File: src/ufb_pkg.sv
// Constants for the fractional baud generator and interrupt-pin block
// Notes on behaviour
// - Normal mode: tx irq low while holding byte present; FIFO on: low above trigger.
// - Direction mode: tx irq high only when whole transmitter empty, or below trigger.
// - Rx irq low with no data, high with a byte; FIFO on: high above trigger.
// - One oscillator input feeds both channels; bus access is also clocked by that oscillator.
// - Prescaler ahead of generator divides by 1, or by 4 when modem-control bit 7 set.
// - Generator divides by 1 up to 65536 minus 1/16 in sixteenth steps.
// - Divided clock is the 16X or 8X sampling tick for transmitter and receiver.
// - Enhanced-mode bit 7 set selects 16X, clear selects 8X.
// - Reset divisor is one: low byte 01, high byte 00, fraction 0.
// - Low byte holds integer bits 7:0, high byte bits 15:8.
// - Only four fraction bits exist; code n adds n/16.
// - 8X mode with odd fraction may jitter bit times by 1/16; accepted.
// - FIFO-control bit 0 enables the FIFO; clear means single-byte holding.
// - Direction mode off after reset, enabled by feature-control bit 3.
// - With integer divisor zero, high byte reads device code, low byte reads revision.
package ufb_pkg;
    localparam logic [2:0] UFB_ADDR_DIV_LOW  = 3'h0;
    localparam logic [2:0] UFB_ADDR_DIV_HIGH = 3'h1;
    localparam logic [2:0] UFB_ADDR_DIV_FRAC = 3'h2;
    localparam logic [7:0] UFB_DIV_LOW_RST   = 8'h01;
    localparam logic [7:0] UFB_DIV_HIGH_RST  = 8'h00;
    localparam logic [3:0] UFB_DIV_FRAC_RST  = 4'h0;
    localparam int         UFB_PRESCALE_BIT  = 7;
    localparam int         UFB_SAMPLE16_BIT  = 7;
    localparam int         UFB_FIFO_EN_BIT   = 0;
    localparam int         UFB_DIR485_BIT    = 3;
    localparam logic [1:0] UFB_PRESCALE_MAX  = 2'h3;
    localparam logic [3:0] UFB_FRAC_STEPS_M1 = 4'hF;
endpackage

File: src/ufb_baud_gen.sv
// One channel's prescaler and fractional divider producing the sampling tick
`timescale 1ns/100ps
module ufb_baud_gen #(
    parameter int DIV_W = 16
) (
    input  wire logic             clock,
    input  wire logic             rst,
    input  wire logic             prescaleBy4,
    input  wire logic [DIV_W-1:0] divInt,
    input  wire logic [3:0]       divFrac,
    output logic                  sampleTick
);
    logic [1:0]       preCnt_reg;
    logic [DIV_W-1:0] divCnt_reg;
    logic [3:0]       phase_reg;
    logic [4:0]       fracAcc_reg;
    logic [4:0]       fracSum;
    logic             preTick;
    logic             extraCycle;
    logic [DIV_W-1:0] periodEnd;

    // Prescaler tick every input cycle, or every fourth
    assign preTick = !prescaleBy4 || (preCnt_reg == ufb_pkg::UFB_PRESCALE_MAX);
    // Accumulator adds one stretched cycle per 16ths overflow, spread evenly
    assign fracSum = {1'b0, fracAcc_reg[3:0]} + {1'b0, divFrac};
    assign extraCycle = fracSum[4];
    // Integer zero is treated as one so the tick never stalls
    assign periodEnd = (divInt == '0) ? '0 : divInt - DIV_W'(1);
    assign sampleTick = preTick && (divCnt_reg >= periodEnd) && !(extraCycle && phase_reg == 4'h0 && divCnt_reg == periodEnd);

    // Divider counts prescaled ticks; one extra tick when fraction overflows
    always_ff @(posedge clock) begin
        if (rst) begin
            preCnt_reg  <= '0;
            divCnt_reg  <= '0;
            phase_reg   <= '0;
            fracAcc_reg <= '0;
        end else begin
            preCnt_reg <= prescaleBy4 ? preCnt_reg + 2'h1 : 2'h0;
            if (preTick) begin
                if (sampleTick) begin
                    divCnt_reg  <= '0;
                    phase_reg   <= '0;
                    fracAcc_reg <= fracSum;
                end else if (divCnt_reg >= periodEnd) begin
                    phase_reg <= 4'h1; // Stretch cycle in progress
                end else begin
                    divCnt_reg <= divCnt_reg + DIV_W'(1);
                end
            end
        end
    end
endmodule

File: src/ufb_top.sv
// Dual-channel fractional baud generator, divisor registers and interrupt pins
`timescale 1ns/100ps
module ufb_top #(
    parameter logic [7:0] DEVICE_CODE   = 8'h5C, // Value arbitrary
    parameter logic [7:0] REVISION_CODE = 8'h01, // Value arbitrary
    parameter int         LEVEL_W       = 7
) (
    input  wire logic               clock,
    input  wire logic               rst,
    input  wire logic               busWrite,
    input  wire logic               chanSel,
    input  wire logic [2:0]         busAddr,
    input  wire logic [7:0]         busWrData,
    output logic [7:0]              busRdData,
    input  wire logic [1:0]         modemCtrlBit7,
    input  wire logic [1:0]         enhancedModeBit7,
    input  wire logic [1:0]         fifoEnable,
    input  wire logic [1:0]         dirCtrlEnable,
    input  wire logic [1:0]         holdingFull,
    input  wire logic [1:0]         txEmpty,
    input  wire logic [1:0]         rxHasData,
    input  wire logic [2*LEVEL_W-1:0] txLevel,
    input  wire logic [2*LEVEL_W-1:0] txTrigger,
    input  wire logic [2*LEVEL_W-1:0] rxLevel,
    input  wire logic [2*LEVEL_W-1:0] rxTrigger,
    output logic [1:0]              sampleTick,
    output logic [1:0]              sample16x,
    output logic                    irq_out_first_channel,
    output logic                    irq_out_second_channel
);
    logic [7:0] divLow_reg  [2];
    logic [7:0] divHigh_reg [2];
    logic [3:0] divFrac_reg [2];
    logic [1:0] txIrq;
    logic [1:0] rxIrq;
    logic [1:0] irq_reg;
    logic [1:0] idMode;
    logic [1:0] wrLow;
    logic [1:0] wrHigh;
    logic [1:0] wrFrac;
    logic [7:0] rdLow;
    logic [7:0] rdHigh;
    logic [3:0] rdFrac;
    logic       ch;

    // Register access uses the shared oscillator clock; bus is strobe-per-cycle
    assign ch = chanSel;

    genvar g;
    generate
        for (g = 0; g < 2; g++) begin : gChan
            // Write decode for this channel
            assign wrLow[g]  = busWrite && (ch == 1'(g)) && (busAddr == ufb_pkg::UFB_ADDR_DIV_LOW);
            assign wrHigh[g] = busWrite && (ch == 1'(g)) && (busAddr == ufb_pkg::UFB_ADDR_DIV_HIGH);
            assign wrFrac[g] = busWrite && (ch == 1'(g)) && (busAddr == ufb_pkg::UFB_ADDR_DIV_FRAC);
            assign idMode[g] = (divLow_reg[g] == 8'h00) && (divHigh_reg[g] == 8'h00);

            // Divisor registers, reset to a divisor of one
            always_ff @(posedge clock) begin
                if (rst) begin
                    divLow_reg[g]  <= ufb_pkg::UFB_DIV_LOW_RST;
                    divHigh_reg[g] <= ufb_pkg::UFB_DIV_HIGH_RST;
                    divFrac_reg[g] <= ufb_pkg::UFB_DIV_FRAC_RST;
                end else begin
                    if (wrLow[g])  divLow_reg[g]  <= busWrData;
                    if (wrHigh[g]) divHigh_reg[g] <= busWrData;
                    if (wrFrac[g]) divFrac_reg[g] <= busWrData[3:0];
                end
            end

            // One generator per channel, all fed by the same oscillator clock
            ufb_baud_gen #(.DIV_W(16)) uGen (
                .clock       (clock),
                .rst         (rst),
                .prescaleBy4 (modemCtrlBit7[g]),
                .divInt      ({divHigh_reg[g], divLow_reg[g]}),
                .divFrac     (divFrac_reg[g]),
                .sampleTick  (sampleTick[g])
            );
            // Tick rate chooser: the consumer counts 16 or 8 ticks per bit; 8X odd fraction jitters
            assign sample16x[g] = enhancedModeBit7[g];

            // Transmit pin level
            assign txIrq[g] = !fifoEnable[g] ?
                (dirCtrlEnable[g] ? txEmpty[g] : !holdingFull[g]) :
                (dirCtrlEnable[g] ?
                    ((txLevel[g*LEVEL_W +: LEVEL_W] < txTrigger[g*LEVEL_W +: LEVEL_W]) || txEmpty[g]) :
                    (txLevel[g*LEVEL_W +: LEVEL_W] <= txTrigger[g*LEVEL_W +: LEVEL_W]));
            // Receive pin level
            assign rxIrq[g] = !fifoEnable[g] ? rxHasData[g] :
                (rxLevel[g*LEVEL_W +: LEVEL_W] > rxTrigger[g*LEVEL_W +: LEVEL_W]);

            // Registered pin so the output is glitch free
            always_ff @(posedge clock) begin
                if (rst) irq_reg[g] <= 1'b0;
                else     irq_reg[g] <= txIrq[g] | rxIrq[g];
            end
        end
    endgenerate

    // Read selection; direction mode bit is sampled by caller via dirCtrlEnable
    assign rdLow  = idMode[ch] ? REVISION_CODE : divLow_reg[ch];
    assign rdHigh = idMode[ch] ? DEVICE_CODE   : divHigh_reg[ch];
    assign rdFrac = divFrac_reg[ch];

    // Read data is registered; unmapped addresses read zero
    always_ff @(posedge clock) begin
        if (rst) busRdData <= 8'h00;
        else case (busAddr)
            ufb_pkg::UFB_ADDR_DIV_LOW:  busRdData <= rdLow;
            ufb_pkg::UFB_ADDR_DIV_HIGH: busRdData <= rdHigh;
            ufb_pkg::UFB_ADDR_DIV_FRAC: busRdData <= {4'h0, rdFrac};
            default:                    busRdData <= 8'h00;
        endcase
    end

    assign irq_out_first_channel  = irq_reg[0];
    assign irq_out_second_channel = irq_reg[1];
endmodule

File: config.mk
export PLATFORM = sky130hd
export DESIGN_NAME = ufb_top
export DESIGN_NICKNAME = d
export VERILOG_FILES = /design/src/ufb_pkg.sv /design/src/ufb_baud_gen.sv /design/src/ufb_top.sv
export SDC_FILE = /design/constraint.sdc
export NUM_CORES = 1
export LEC_CHECK = 0
export BUFFER_PORTS_ARGS = -buffer_cell sky130_fd_sc_hd__buf_2
export CELL_PAD_IN_SITES_DETAIL_PLACEMENT = 1
export CELL_PAD_IN_SITES_GLOBAL_PLACEMENT = 2
export CORE_ASPECT_RATIO = 0.6
export CORE_MARGIN = 5
export CORE_UTILIZATION = 33
export DETAILED_ROUTE_END_ITERATION = 6
export HOLD_SLACK_MARGIN = 0.05
export PLACE_DENSITY_LB_ADDON = 0.25
export SYNTH_ARGS = -nofsm -noshare
export SYNTH_HDL_FRONTEND = slang
export SYNTH_HIERARCHICAL = 1
export SYNTH_SLANG_ARGS = --single-unit
File: constraint.sdc
create_clock -name clock -period 4.4 [get_ports clock]
set_input_delay 0.22 -clock clock [delete_from_list [all_inputs] [get_ports clock]]
set_output_delay 0.22 -clock clock [all_outputs]
set_load 0.1 [all_outputs]
# Word-level counts from Yosys, hierarchy flattened
# Memory sizes are Yosys's and may differ from the RTL's.
# Cells that the tools add are included.
# op_classes
add_sub_neg	8
n_lt_le_gt_ge	9
eq_ne	8
n_mux	49
bitwise_logic	11
n_reduce_logical	47
# op_table
cell	n
16-bit 2-to-1 mux	6
8-bit 2-to-1 mux	6
16-bit by 1-bit adder with 16-bit output, second input constant	2
16-bit == test	2
16-bit greater-or-equal comparator	2
16-bit zero test	2
8-bit zero test	4
16-bit by 1-bit subtractor with 16-bit output, second input constant	2
1-bit 2-to-1 mux	30
4-bit 2-to-1 mux	6
8-bit one-hot mux with 3 select lines	1
1-bit logical AND	18
7-bit greater-than comparator	2
7-bit less-or-equal comparator	2
7-bit less-than comparator	2
2-bit AND reduction	6
4-bit by 4-bit adder with 5-bit output	2
4-bit zero test	2
1-bit OR	8
1-bit zero test	6
2-bit by 1-bit adder with 2-bit output, second input constant	2
2-bit == test, second input constant	2
1-bit logical OR	4
2-bit by 1-bit != test with 1-bit output, second input constant	2
other kinds (7)	11
# totals
register_bits	62
ramBits	40
inputBits	85
out_inout_bits	14
elab_cells	146
n_memories	3
# mem_list
memory	words	word_bits	rd	rd_ports_with_merged_regs	wr	line	text
divHigh_reg	2	8	3	0	2	ufb_top.sv:32	logic [7:0] divHigh_reg [2];
divLow_reg	2	8	3	0	2	ufb_top.sv:31	logic [7:0] divLow_reg [2];
divFrac_reg	2	4	3	0	2	ufb_top.sv:33	logic [3:0] divFrac_reg [2];

# Logic depth before layout (Yosys ltp)
# Gate-level depths: netlist of run 1.
# logic_depth
ltp_word	8
mapped_depth	15
mapped_depth_nobuf	14

# Hierarchy
# The synthesis of run 1 kept the hierarchy.
# modules_own_cells
module	instances	cells_per_inst	area_each_um2	seq_area_each_um2
ufb_top	1	283	3030.4	1401.3
ufb_baud_gen at gChan[1].uGen	1	239	2003.2	460.4
ufb_baud_gen at gChan[0].uGen	1	241	1976.9	460.4

# Worst setup path after synthesis of run 1
# OpenSTA, ideal clock, no wires.
# synth_timing
kind	register to register
start	mem divLow_reg[0][7]
end	reg gChan[0].uGen.divCnt_reg[10]
setup_time_ps	152
arrival_ps	4069
required_ps	4248
path_slack_ps	179
path_stages_with_launch	15
n_path_buf	2
period_less_slack_ps	4221
cell_sequence	edfxtp_1 > or4_1 > nor4_1 > nand2b_1 > or4_4 > buf_2 > nand2_1 > ha_1 > nand4_1 > or4_4 > a221oi_1 > o311ai_2 > inv_2 > buf_2 > a211oi_1
# synth_rtl
item	line	text
start: declaration	ufb_top.sv:31	
end signal: assignment	ufb_baud_gen.sv:48	divCnt_reg <= divCnt_reg + DIV_W'(1);
end: declaration	ufb_baud_gen.sv:14	logic [DIV_W-1:0] divCnt_reg;

==> results.toml, run 1 <==
[global_route]
grt_pass1_wl_mm = 35.3
antenna_found_initial = 2
track_usage_pct = 18.5
grt.overflow.total = 0
grt_max_degree = 44
grt_pass1_vias = 6458

[status]
outcome = "finished clean"

[worst_setup_path]
path_class = "flip-flop to output pin"
worstSetupEndpointType = "output pin"
required_ns = 4.18
startpoint_type = "flip-flop"
arrival_ns = 4.14
critPathMaxFanout = 6

[sta]
slew_violations = 0
fin_ws_ns = 0.0372
fin_crit_sh_pct = 99.2
fin_skew_ns = 0.00680
fin_crit_ns = 4.36
worst_pin_slew_ns = 0.931
hold_viol_final = 0
fmax_ghz = 0.229
rsz0062_at_grt = "yes"
setup_violations = 0
max-slew-margin-rel_pct = 37.6

[synthesis]
yosysTopAreaCell = "edfxtp_1"
ys_seq_elements = 96
synth_edf_count = 40
synthesis.nets = 926
synth_area_sq_um = 7010
ys.warnings.count = 6
yosys-top-cells-area = "edfxtp_1, dfxtp_1, ha_1"
ys_seq_area_share_pct = 33.1
synth_top_area_share_pct = 17.1
synthFlopType = "dfxtp_1"
synthTopCellsByCount = "ha_1, dfxtp_1, nand2_1"
avgSynthCellArea_sq_um = 9.19
syn_inst = 763
synth_most_common_cell = "ha_1"
ys_async_sr_fraction_pct = 0
ys_types = 62

[hold_path]
hold_path.class = "primary input to flip-flop"

[placement]
place_area_sq_um = 7870
place_hpwl_mm = 17.6
post-place-ws_ns = -0.00913
gp_congestion = 0.869
port-buffer-count = 94

[final_layout]
final-seq-area_sq_um = 2320
multi_input_area_sq_um = 4510
nets = 1033
design_area_sq_um = 8450
area_delta_synth_final_pct = 20.5
largest_register_ffs = 32
drive_above_1_share_pct = 21.3
fillers = 2461
antenna_cells = 0

[clock_network]
postCtsHoldBufs = 0
htree_levels = 3
clkLatencyLatePin_ns = 0.35
cts.path.max_buffers = 2
cts_inserted_buffers = 9
cts_root_buf = "clkbuf_16"
tritoncts = "done"
cts.reportedPaths.clkPinSlew_ns = 0.07
cts_num_sinks = 96

[die]
initial_core_util_pct = 33.5
die_area_sq_um = 24400
rows = 41
io_pins = 99
die_h_microns = 123
die_w_microns = 198
core_sq_um = 20900

[pwr]
power_density_nw_per_um2 = 262
finalPower_w = 0.00222
p_leak_nw = 3.46
ir_drop_v = 0.000193

[flow_run]
cap_violations = 0

[drt]
wl_mm = 22.6
drtIter0Drc = 370
drt-pass1-iter-count = 4
viasPerCell = 5.46
final_antenna_net_count = 0
dr_total_vias = 6300
avgRoutedWirePerCell_microns = 19.6
drc_errors = 0
## report_power, final
group	leakage (nW)	internal, W	switching [W]	total, W
Sequential	0.837	0.000958	0.0000370	0.000995
Clock	0.154	0.000515	0.000359	0.000873
Combinational	2.47	0.000140	0.000208	0.000347
## cells by family (layout without fill, tap and decap cells)
| kind of cell | Yosys count | count (layout) | synth area share (%) |
|---|---|---|---|
| adder cells (fa/ha/maj) | 78 | 78 | 14.1 |
| AO/OA/AOI/OAI | 161 | 161 | 16.3 |
| multiplexers | 28 | 28 | 4.39 |
| flip-flops | 96 | 96 | 33.1 |
| buffers and inverters | 86 | 197 | 5.50 |
| XOR/XNOR | 25 | 25 | 3.12 |
| AND/OR/NAND/NOR | 289 | 290 | 23.5 |
## worst max-delay path, cell delays in order, from the launching register on
cell,delay [ns]
edfxtp_1,0.41
or4_4,0.60
nor4_4,0.18
nand2b_1,0.15
or4_4,0.56
buf_6,0.17
nand2_4,0.06
ha_4,0.12
nand2_1,0.05
or4_4,0.57
a2111o_1,0.43
o311ai_4,0.12
inv_2,0.15
buf_12,0.20
## final timing paths
kind,start,end,slack [ns],cells after the start
min reg2reg,gChan[1].uGen/preCnt_reg[0]$_SDFF_PP0_,gChan[1].uGen/preCnt_reg[0]$_SDFF_PP0_,0.43,1
max reg2reg,divLow_reg[0][6]$_SDFFCE_PN0P_,gChan[0].uGen/divCnt_reg[3]$_SDFFE_PP0P_,0.13,15
min,busAddr[2],busRdData[1]$_SDFF_PP0_,0.15,2
max,divLow_reg[0][6]$_SDFFCE_PN0P_,sampleTick[0],0.04,13
## metrics by stage
step	TNS, ns	hold slack (ns)	utilization (%)	instances
after CTS	0	0.134	39.5	1146
after global placement	0	0.412	37.6	1126
final	0	0.147	40.4	1154
after floorplan	0	0.299	-	763
after detailed placement	-0.0135	0.422	37.6	1126
after global routing	-0.128	0.145	40.4	1154
## final cells by class
type / count / area share, %
multi-input cells: 582 / 53.3
flip-flops and latches: 96 / 27.5
repair buffers: 127 / 8.90
well taps: 279 / 4.13
clock buffers: 13 / 2.96
inverters: 54 / 2.40
clock inverters: 3 / 0.770
## timing repair
action                     in CTS  in global routing
gates resized for setup        10                 19
buffers inserted                4                  7
pin swaps                       4                 10
cloned                          0                  1
setup endpoints to repair       6                 31
## layer usage
metal  GRT usage [%]  up-vias  part of all wire, %
met5               0        -                 0.14
met3            5.23       25                  7.4
li1                -     3057                    -
met1            28.3     3037                   51
met2            25.4      177                   40
met4            4.30        4                  1.2
## placed cells by master (no fill, tap or decap), types with 21 or more instances in the layout
master,netlist,final
inv_1,52,52
nand4_1,27,27
ha_1,76,72
a211oi_1,39,39
buf_4,3,32
dfxtp_1,56,56
o31ai_1,22,22
nor2_1,30,30
mux2i_1,21,21
or4_1,24,22
nand2_1,56,48
a21oi_1,22,22
o21ai_0,28,28
and2_1,43,43
buf_2,8,92
edfxtp_1,40,40
Note: power is estimated with default switching activity, not from simulation.
==> run 2: changes to the inputs <==
--- a/config.mk
+++ b/config.mk
@@ -5,12 +5,13 @@
 export SDC_FILE = /design/constraint.sdc
 export NUM_CORES = 1
 export LEC_CHECK = 0
+export ABC_CLOCK_PERIOD_IN_PS = 5200
 export BUFFER_PORTS_ARGS = -buffer_cell sky130_fd_sc_hd__buf_2
 export CELL_PAD_IN_SITES_DETAIL_PLACEMENT = 1
 export CELL_PAD_IN_SITES_GLOBAL_PLACEMENT = 2
 export CORE_ASPECT_RATIO = 0.6
 export CORE_MARGIN = 5
-export CORE_UTILIZATION = 33
+export CORE_UTILIZATION = 39
 export DETAILED_ROUTE_END_ITERATION = 6
 export HOLD_SLACK_MARGIN = 0.05
 export PLACE_DENSITY_LB_ADDON = 0.25
==> constraint.sdc (replaced) <==
create_clock -name clock -period 5.2 [get_ports clock]
set_input_delay 0.26 -clock clock [delete_from_list [all_inputs] [get_ports clock]]
set_output_delay 0.26 -clock clock [all_outputs]
set_load 0.1 [all_outputs]
==> results.toml, run 2 (same netlist as run 1, synthesis figures left out) <==
[drt]
final_antenna_net_count = 0
drc_errors = 0
dr_total_vias = 6227
avgRoutedWirePerCell_microns = 19.4
drtIter0Drc = 375
wl_mm = 21.1
viasPerCell = 5.72
drt-pass1-iter-count = 5

[placement]
place_hpwl_mm = 17.0
gp_congestion = 0.875
dp.cells = 1072
port-buffer-count = 94
post-place-ws_ns = 0.593

[global_route]
grt.overflow.total = 0
grt_pass1_wl_mm = 34.8
grt_pass1_vias = 6550
grt_max_degree = 72
track_usage_pct = 21.0
antenna_found_initial = 0

[hold_path]
hold_path.class = "primary input to flip-flop"
hold_depth = 2
hold_end = "busRdData[1]$_SDFF_PP0_"
min_from = "busAddr[2]"

[sta]
worst_pin_slew_ns = 0.932
fmax_ghz = 0.207
fin_crit_ns = 4.83
slew_violations = 0
fin_skew_ns = 0.00610
holdWs_ns = 0.180
hold_viol_final = 0
max-slew-margin-rel_pct = 37.5
fin_crit_sh_pct = 92.9
fin_ws_ns = 0.370
final.setup.tns_ns = 0
rsz0062_at_grt = "no"
setup_violations = 0

[clock_network]
cts_resized = 0
cts.reportedPaths.clkPinSlew_ns = 0.07
htree_levels = 3
cts_root_buf = "clkbuf_16"
cts_inserted_buffers = 9
post_cts_buffers = 0
cts_num_sinks = 96
cts.path.max_buffers = 2
tritoncts = "done"
postCtsHoldBufs = 0
clkLatencyLatePin_ns = 0.35

[pwr]
p_leak_nw = 3.31
ir_drop_v = 0.000154
power_density_nw_per_um2 = 230
finalPower_w = 0.00184

[worst_setup_path]
critPathMaxFanout = 14
arrival_ns = 4.57
worstSetupEndpointType = "output pin"
rrSetupSlack_ns = 0.71
reg2reg_from = "divLow_reg[0][7]$_SDFFCE_PN0P_"
startpoint_type = "flip-flop"
path_class = "flip-flop to output pin"
reg2regPathDepth = 13
required_ns = 4.94
r2r-end = "gChan[0].uGen/phase_reg[0]$_SDFFE_PP0P_"

[final_layout]
drive_above_1_share_pct = 16.9
final_cell_mix = "buf_2, ha_1, dfxtp_1"
instances_no_fill = 1088
area_delta_synth_final_pct = 14.3
final_common_cell = "buf_2"
nets = 1006
largest_register_ffs = 32
antenna_cells = 0

[die]
die_area_sq_um = 20800
die_h_microns = 114
rows = 38
core_sq_um = 17900
die_w_microns = 183
initial_core_util_pct = 39.2
io_pins = 99

[flow_run]
cap_violations = 0

[status]
outcome = "finished clean"
==> run 2: layout make-up <==
| cell class | instances | area, sq um |
|---|---|---|
| Sequential cell | 96 | 2320 |
| Fill cell | 2117 | 9860 |
| Clock buffer | 11 | 254 |
| Multi-Input combinational cell | 581 | 4340 |
| Tap cell | 240 | 300 |
| Inverter | 54 | 203 |
| Clock inverter | 5 | 67.6 |
| Timing Repair Buffer | 101 | 528 |
==> run 2: how the worst max path moves through the flow <==
stage / startpoint / endpoint / slack (ns) / cells past startpoint
after global placement: divLow_reg[1][3]$_SDFFCE_PN0P_ / sampleTick[1] / 0.70 / 11
final: divLow_reg[0][7]$_SDFFCE_PN0P_ / sampleTick[0] / 0.37 / 12
after detailed placement: divLow_reg[0][7]$_SDFFCE_PN0P_ / sampleTick[0] / 0.59 / 12
after global routing: divLow_reg[1][3]$_SDFFCE_PN0P_ / sampleTick[1] / 0.004 / 13
after floorplan: divLow_reg[0][7]$_SDFFCE_PN0P_ / sampleTick[0] / 0.94 / 13
after CTS: divLow_reg[0][7]$_SDFFCE_PN0P_ / sampleTick[0] / 0.17 / 12
==> run 2: report_power, final <==
| group | switching [W] | total, W | internal (W) |
|---|---|---|---|
| Sequential | 0.0000356 | 0.000846 | 0.000811 |
| Combinational | 0.000161 | 0.000268 | 0.000107 |
| Clock | 0.000317 | 0.000727 | 0.000411 |
| Total | 0.000513 | 0.00184 | 0.00133 |
==> run 2: worst max-delay path, cell delays in order (launching register included) <==
cell	delay, ns
edfxtp_1	0.48
or4_1	0.62
nor4_1	0.28
nand2b_1	0.15
or4_4	0.61
nand2_1	0.10
ha_1	0.14
nand4_1	0.16
or4_4	0.63
a2111o_1	0.45
o311ai_2	0.14
inv_2	0.13
clkbuf_4	0.31
==> run 2: metal layers <==
metal	global-route usage (%)	wire [microns]	vias to the layer above
met5	0	0	-
met4	4.27	171	0
met3	6.60	1860	13
met2	30.3	8460	202
met1	30.9	10600	3011
li1	-	-	3001
==> run 2: per-stage QoR <==
| step | instance area (sq um) | util, % |
|---|---|---|
| 2_1_floorplan | 7010 | - |
| 4_1_cts | 8000 | 44.7 |
| 6_report | 8020 | 44.8 |
| 3_3_place_gp | 7680 | 42.9 |
| 3_5_place_dp | 7680 | 42.9 |
| 5_1_grt | 8020 | 44.8 |
==> run 3: changes to the inputs <==
--- a/config.mk
+++ b/config.mk
@@ -15,6 +15,7 @@
 export DETAILED_ROUTE_END_ITERATION = 6
 export HOLD_SLACK_MARGIN = 0.05
 export PLACE_DENSITY_LB_ADDON = 0.25
+export REMOVE_ABC_BUFFERS = 1
 export SYNTH_ARGS = -nofsm -noshare
 export SYNTH_HDL_FRONTEND = slang
 export SYNTH_HIERARCHICAL = 1
==> results.toml, run 3 (same netlist as run 1, synthesis figures left out) <==
[status]
outcome = "finished clean"

[worst_setup_path]
startpoint_type = "flip-flop"
worstSetupEndpointType = "output pin"
critPathMaxFanout = 14
required_ns = 4.94
arrival_ns = 4.70
rrSetupSlack_ns = 0.56
max_stage_delay_ns = 0.63
slowest_stage = "or4_4"
cp_top_family = "simple AND/OR/NAND/NOR gates"
path_common_cell = "or4_4"
path_cells = "or4_1, nor4_1, nand2b_1, or4_4, nand2_1, ha_1, nand4_1, or4_4, a2111o_1, o311ai_2, inv_2, clkbuf_4"
crit_buf_inv = 2
path_class = "flip-flop to output pin"

[sta]
fin_crit_ns = 4.96
hold_viol_final = 0
slew_violations = 0
fmax_ghz = 0.202
rsz0062_at_grt = "no"
setup_violations = 0
max-slew-margin-rel_pct = 41.2
fin_skew_ns = 0.00634
worst_pin_slew_ns = 0.881
final.setup.tns_ns = 0
fin_crit_sh_pct = 95.4

[pwr]
finalPower_w = 0.00179
power_density_nw_per_um2 = 224
ir_drop_v = 0.000161
p_leak_nw = 3.29

[drt]
final_antenna_net_count = 0
drt-pass1-iter-count = 5
wl_mm = 21.8
avgRoutedWirePerCell_microns = 20.0
viasPerCell = 5.77
drc_errors = 0
dr_total_vias = 6283
drtIter0Drc = 499

[global_route]
grt_pass1_vias = 6674
antenna_found_initial = 1
grt_pass1_wl_mm = 35.5
grt.overflow.total = 0
track_usage_pct = 21.3
grt_max_degree = 46

[die]
die_h_microns = 114
rows = 38
io_pins = 99
die_area_sq_um = 20800
core_sq_um = 17900
die_w_microns = 183
initial_core_util_pct = 39.2

[hold_path]
hold_path.class = "primary input to flip-flop"

[flow_run]
cap_violations = 0

[final_layout]
largest_register_ffs = 32
fillers = 2116
area_delta_synth_final_pct = 13.7
drive_above_1_share_pct = 16.7
final_common_cell = "buf_2"
nets = 1006
antenna_cells = 0
final_cell_mix = "buf_2, ha_1, nand2_1, dfxtp_1, inv_1"

[clock_network]
tritoncts = "done"
cts_num_sinks = 96
cts.reportedPaths.clkPinSlew_ns = 0.07
cts_root_buf = "clkbuf_16"
clkLatencyLatePin_ns = 0.36
htree_levels = 3
cts.path.max_buffers = 2
cts_inserted_buffers = 9

[placement]
place_hpwl_mm = 17.5
port-buffer-count = 94
gp_congestion = 0.896
run 3: where the power goes:
group | switching (W) | internal (W) | leakage [nW]
sequential | 0.0000398 | 0.000810 | 0.837
combinational | 0.000160 | 0.000106 | 2.32
clock | 0.000333 | 0.000335 | 0.140
run 3: area by class of cell:
cell class	instances	area [sq um]	share of cell area [%]
clock buffers	9	225	2.83
clock inverters	7	61.3	0.769
inverters	54	203	2.54
multi-input cells	581	4330	54.4
flip-flops and latches	96	2320	29.1
well taps	240	300	3.77
repair buffers	101	526	6.59
run 3: final timing paths:
kind / startpoint / to / cells after the start
max: divLow_reg[0][7]$_SDFFCE_PN0P_ / sampleTick[0] / 12
min: busAddr[2] / busRdData[1]$_SDFF_PP0_ / 2
max reg2reg: divLow_reg[1][3]$_SDFFCE_PN0P_ / gChan[1].uGen/fracAcc_reg[1]$_SDFFE_PP0P_ / 13
min reg2reg: gChan[0].uGen/preCnt_reg[0]$_SDFF_PP0_ / gChan[0].uGen/preCnt_reg[0]$_SDFF_PP0_ / 1
run 3: routing by layer:
metal  vias up  routed length [microns]  part of all wire, %  global-route usage, %
li1       3006                        -                    -                      -
met1      3075                    11300                   52                   33.0
met2       188                     8650                   40                   30.3
met3        14                     1600                  7.3                   4.97
met4         0                      193                 0.89                   3.72
met5         -                        0                    0                      0
run 3: what timing repair did:
action | CTS | global route
buffers inserted | 0 | 0
setup endpoints to repair | 0 | 1
endpoints found under the hold margin | 0 | 0
gates resized for setup | 0 | 2
hold buffers | 0 | 0
run 3: stage by stage:
stage	cell area (sq um)	util (%)	hold slack [ns]	instances	setup slack, ns
2_1_floorplan	6830	-	0.332	731	0.421
3_3_place_gp	7680	42.9	0.413	1072	0.707
3_5_place_dp	7680	42.9	0.425	1072	0.514
4_1_cts	7960	44.5	0.151	1088	0.119
5_1_grt	7970	44.6	0.163	1088	0.00175
6_report	7970	44.6	0.166	1088	0.241
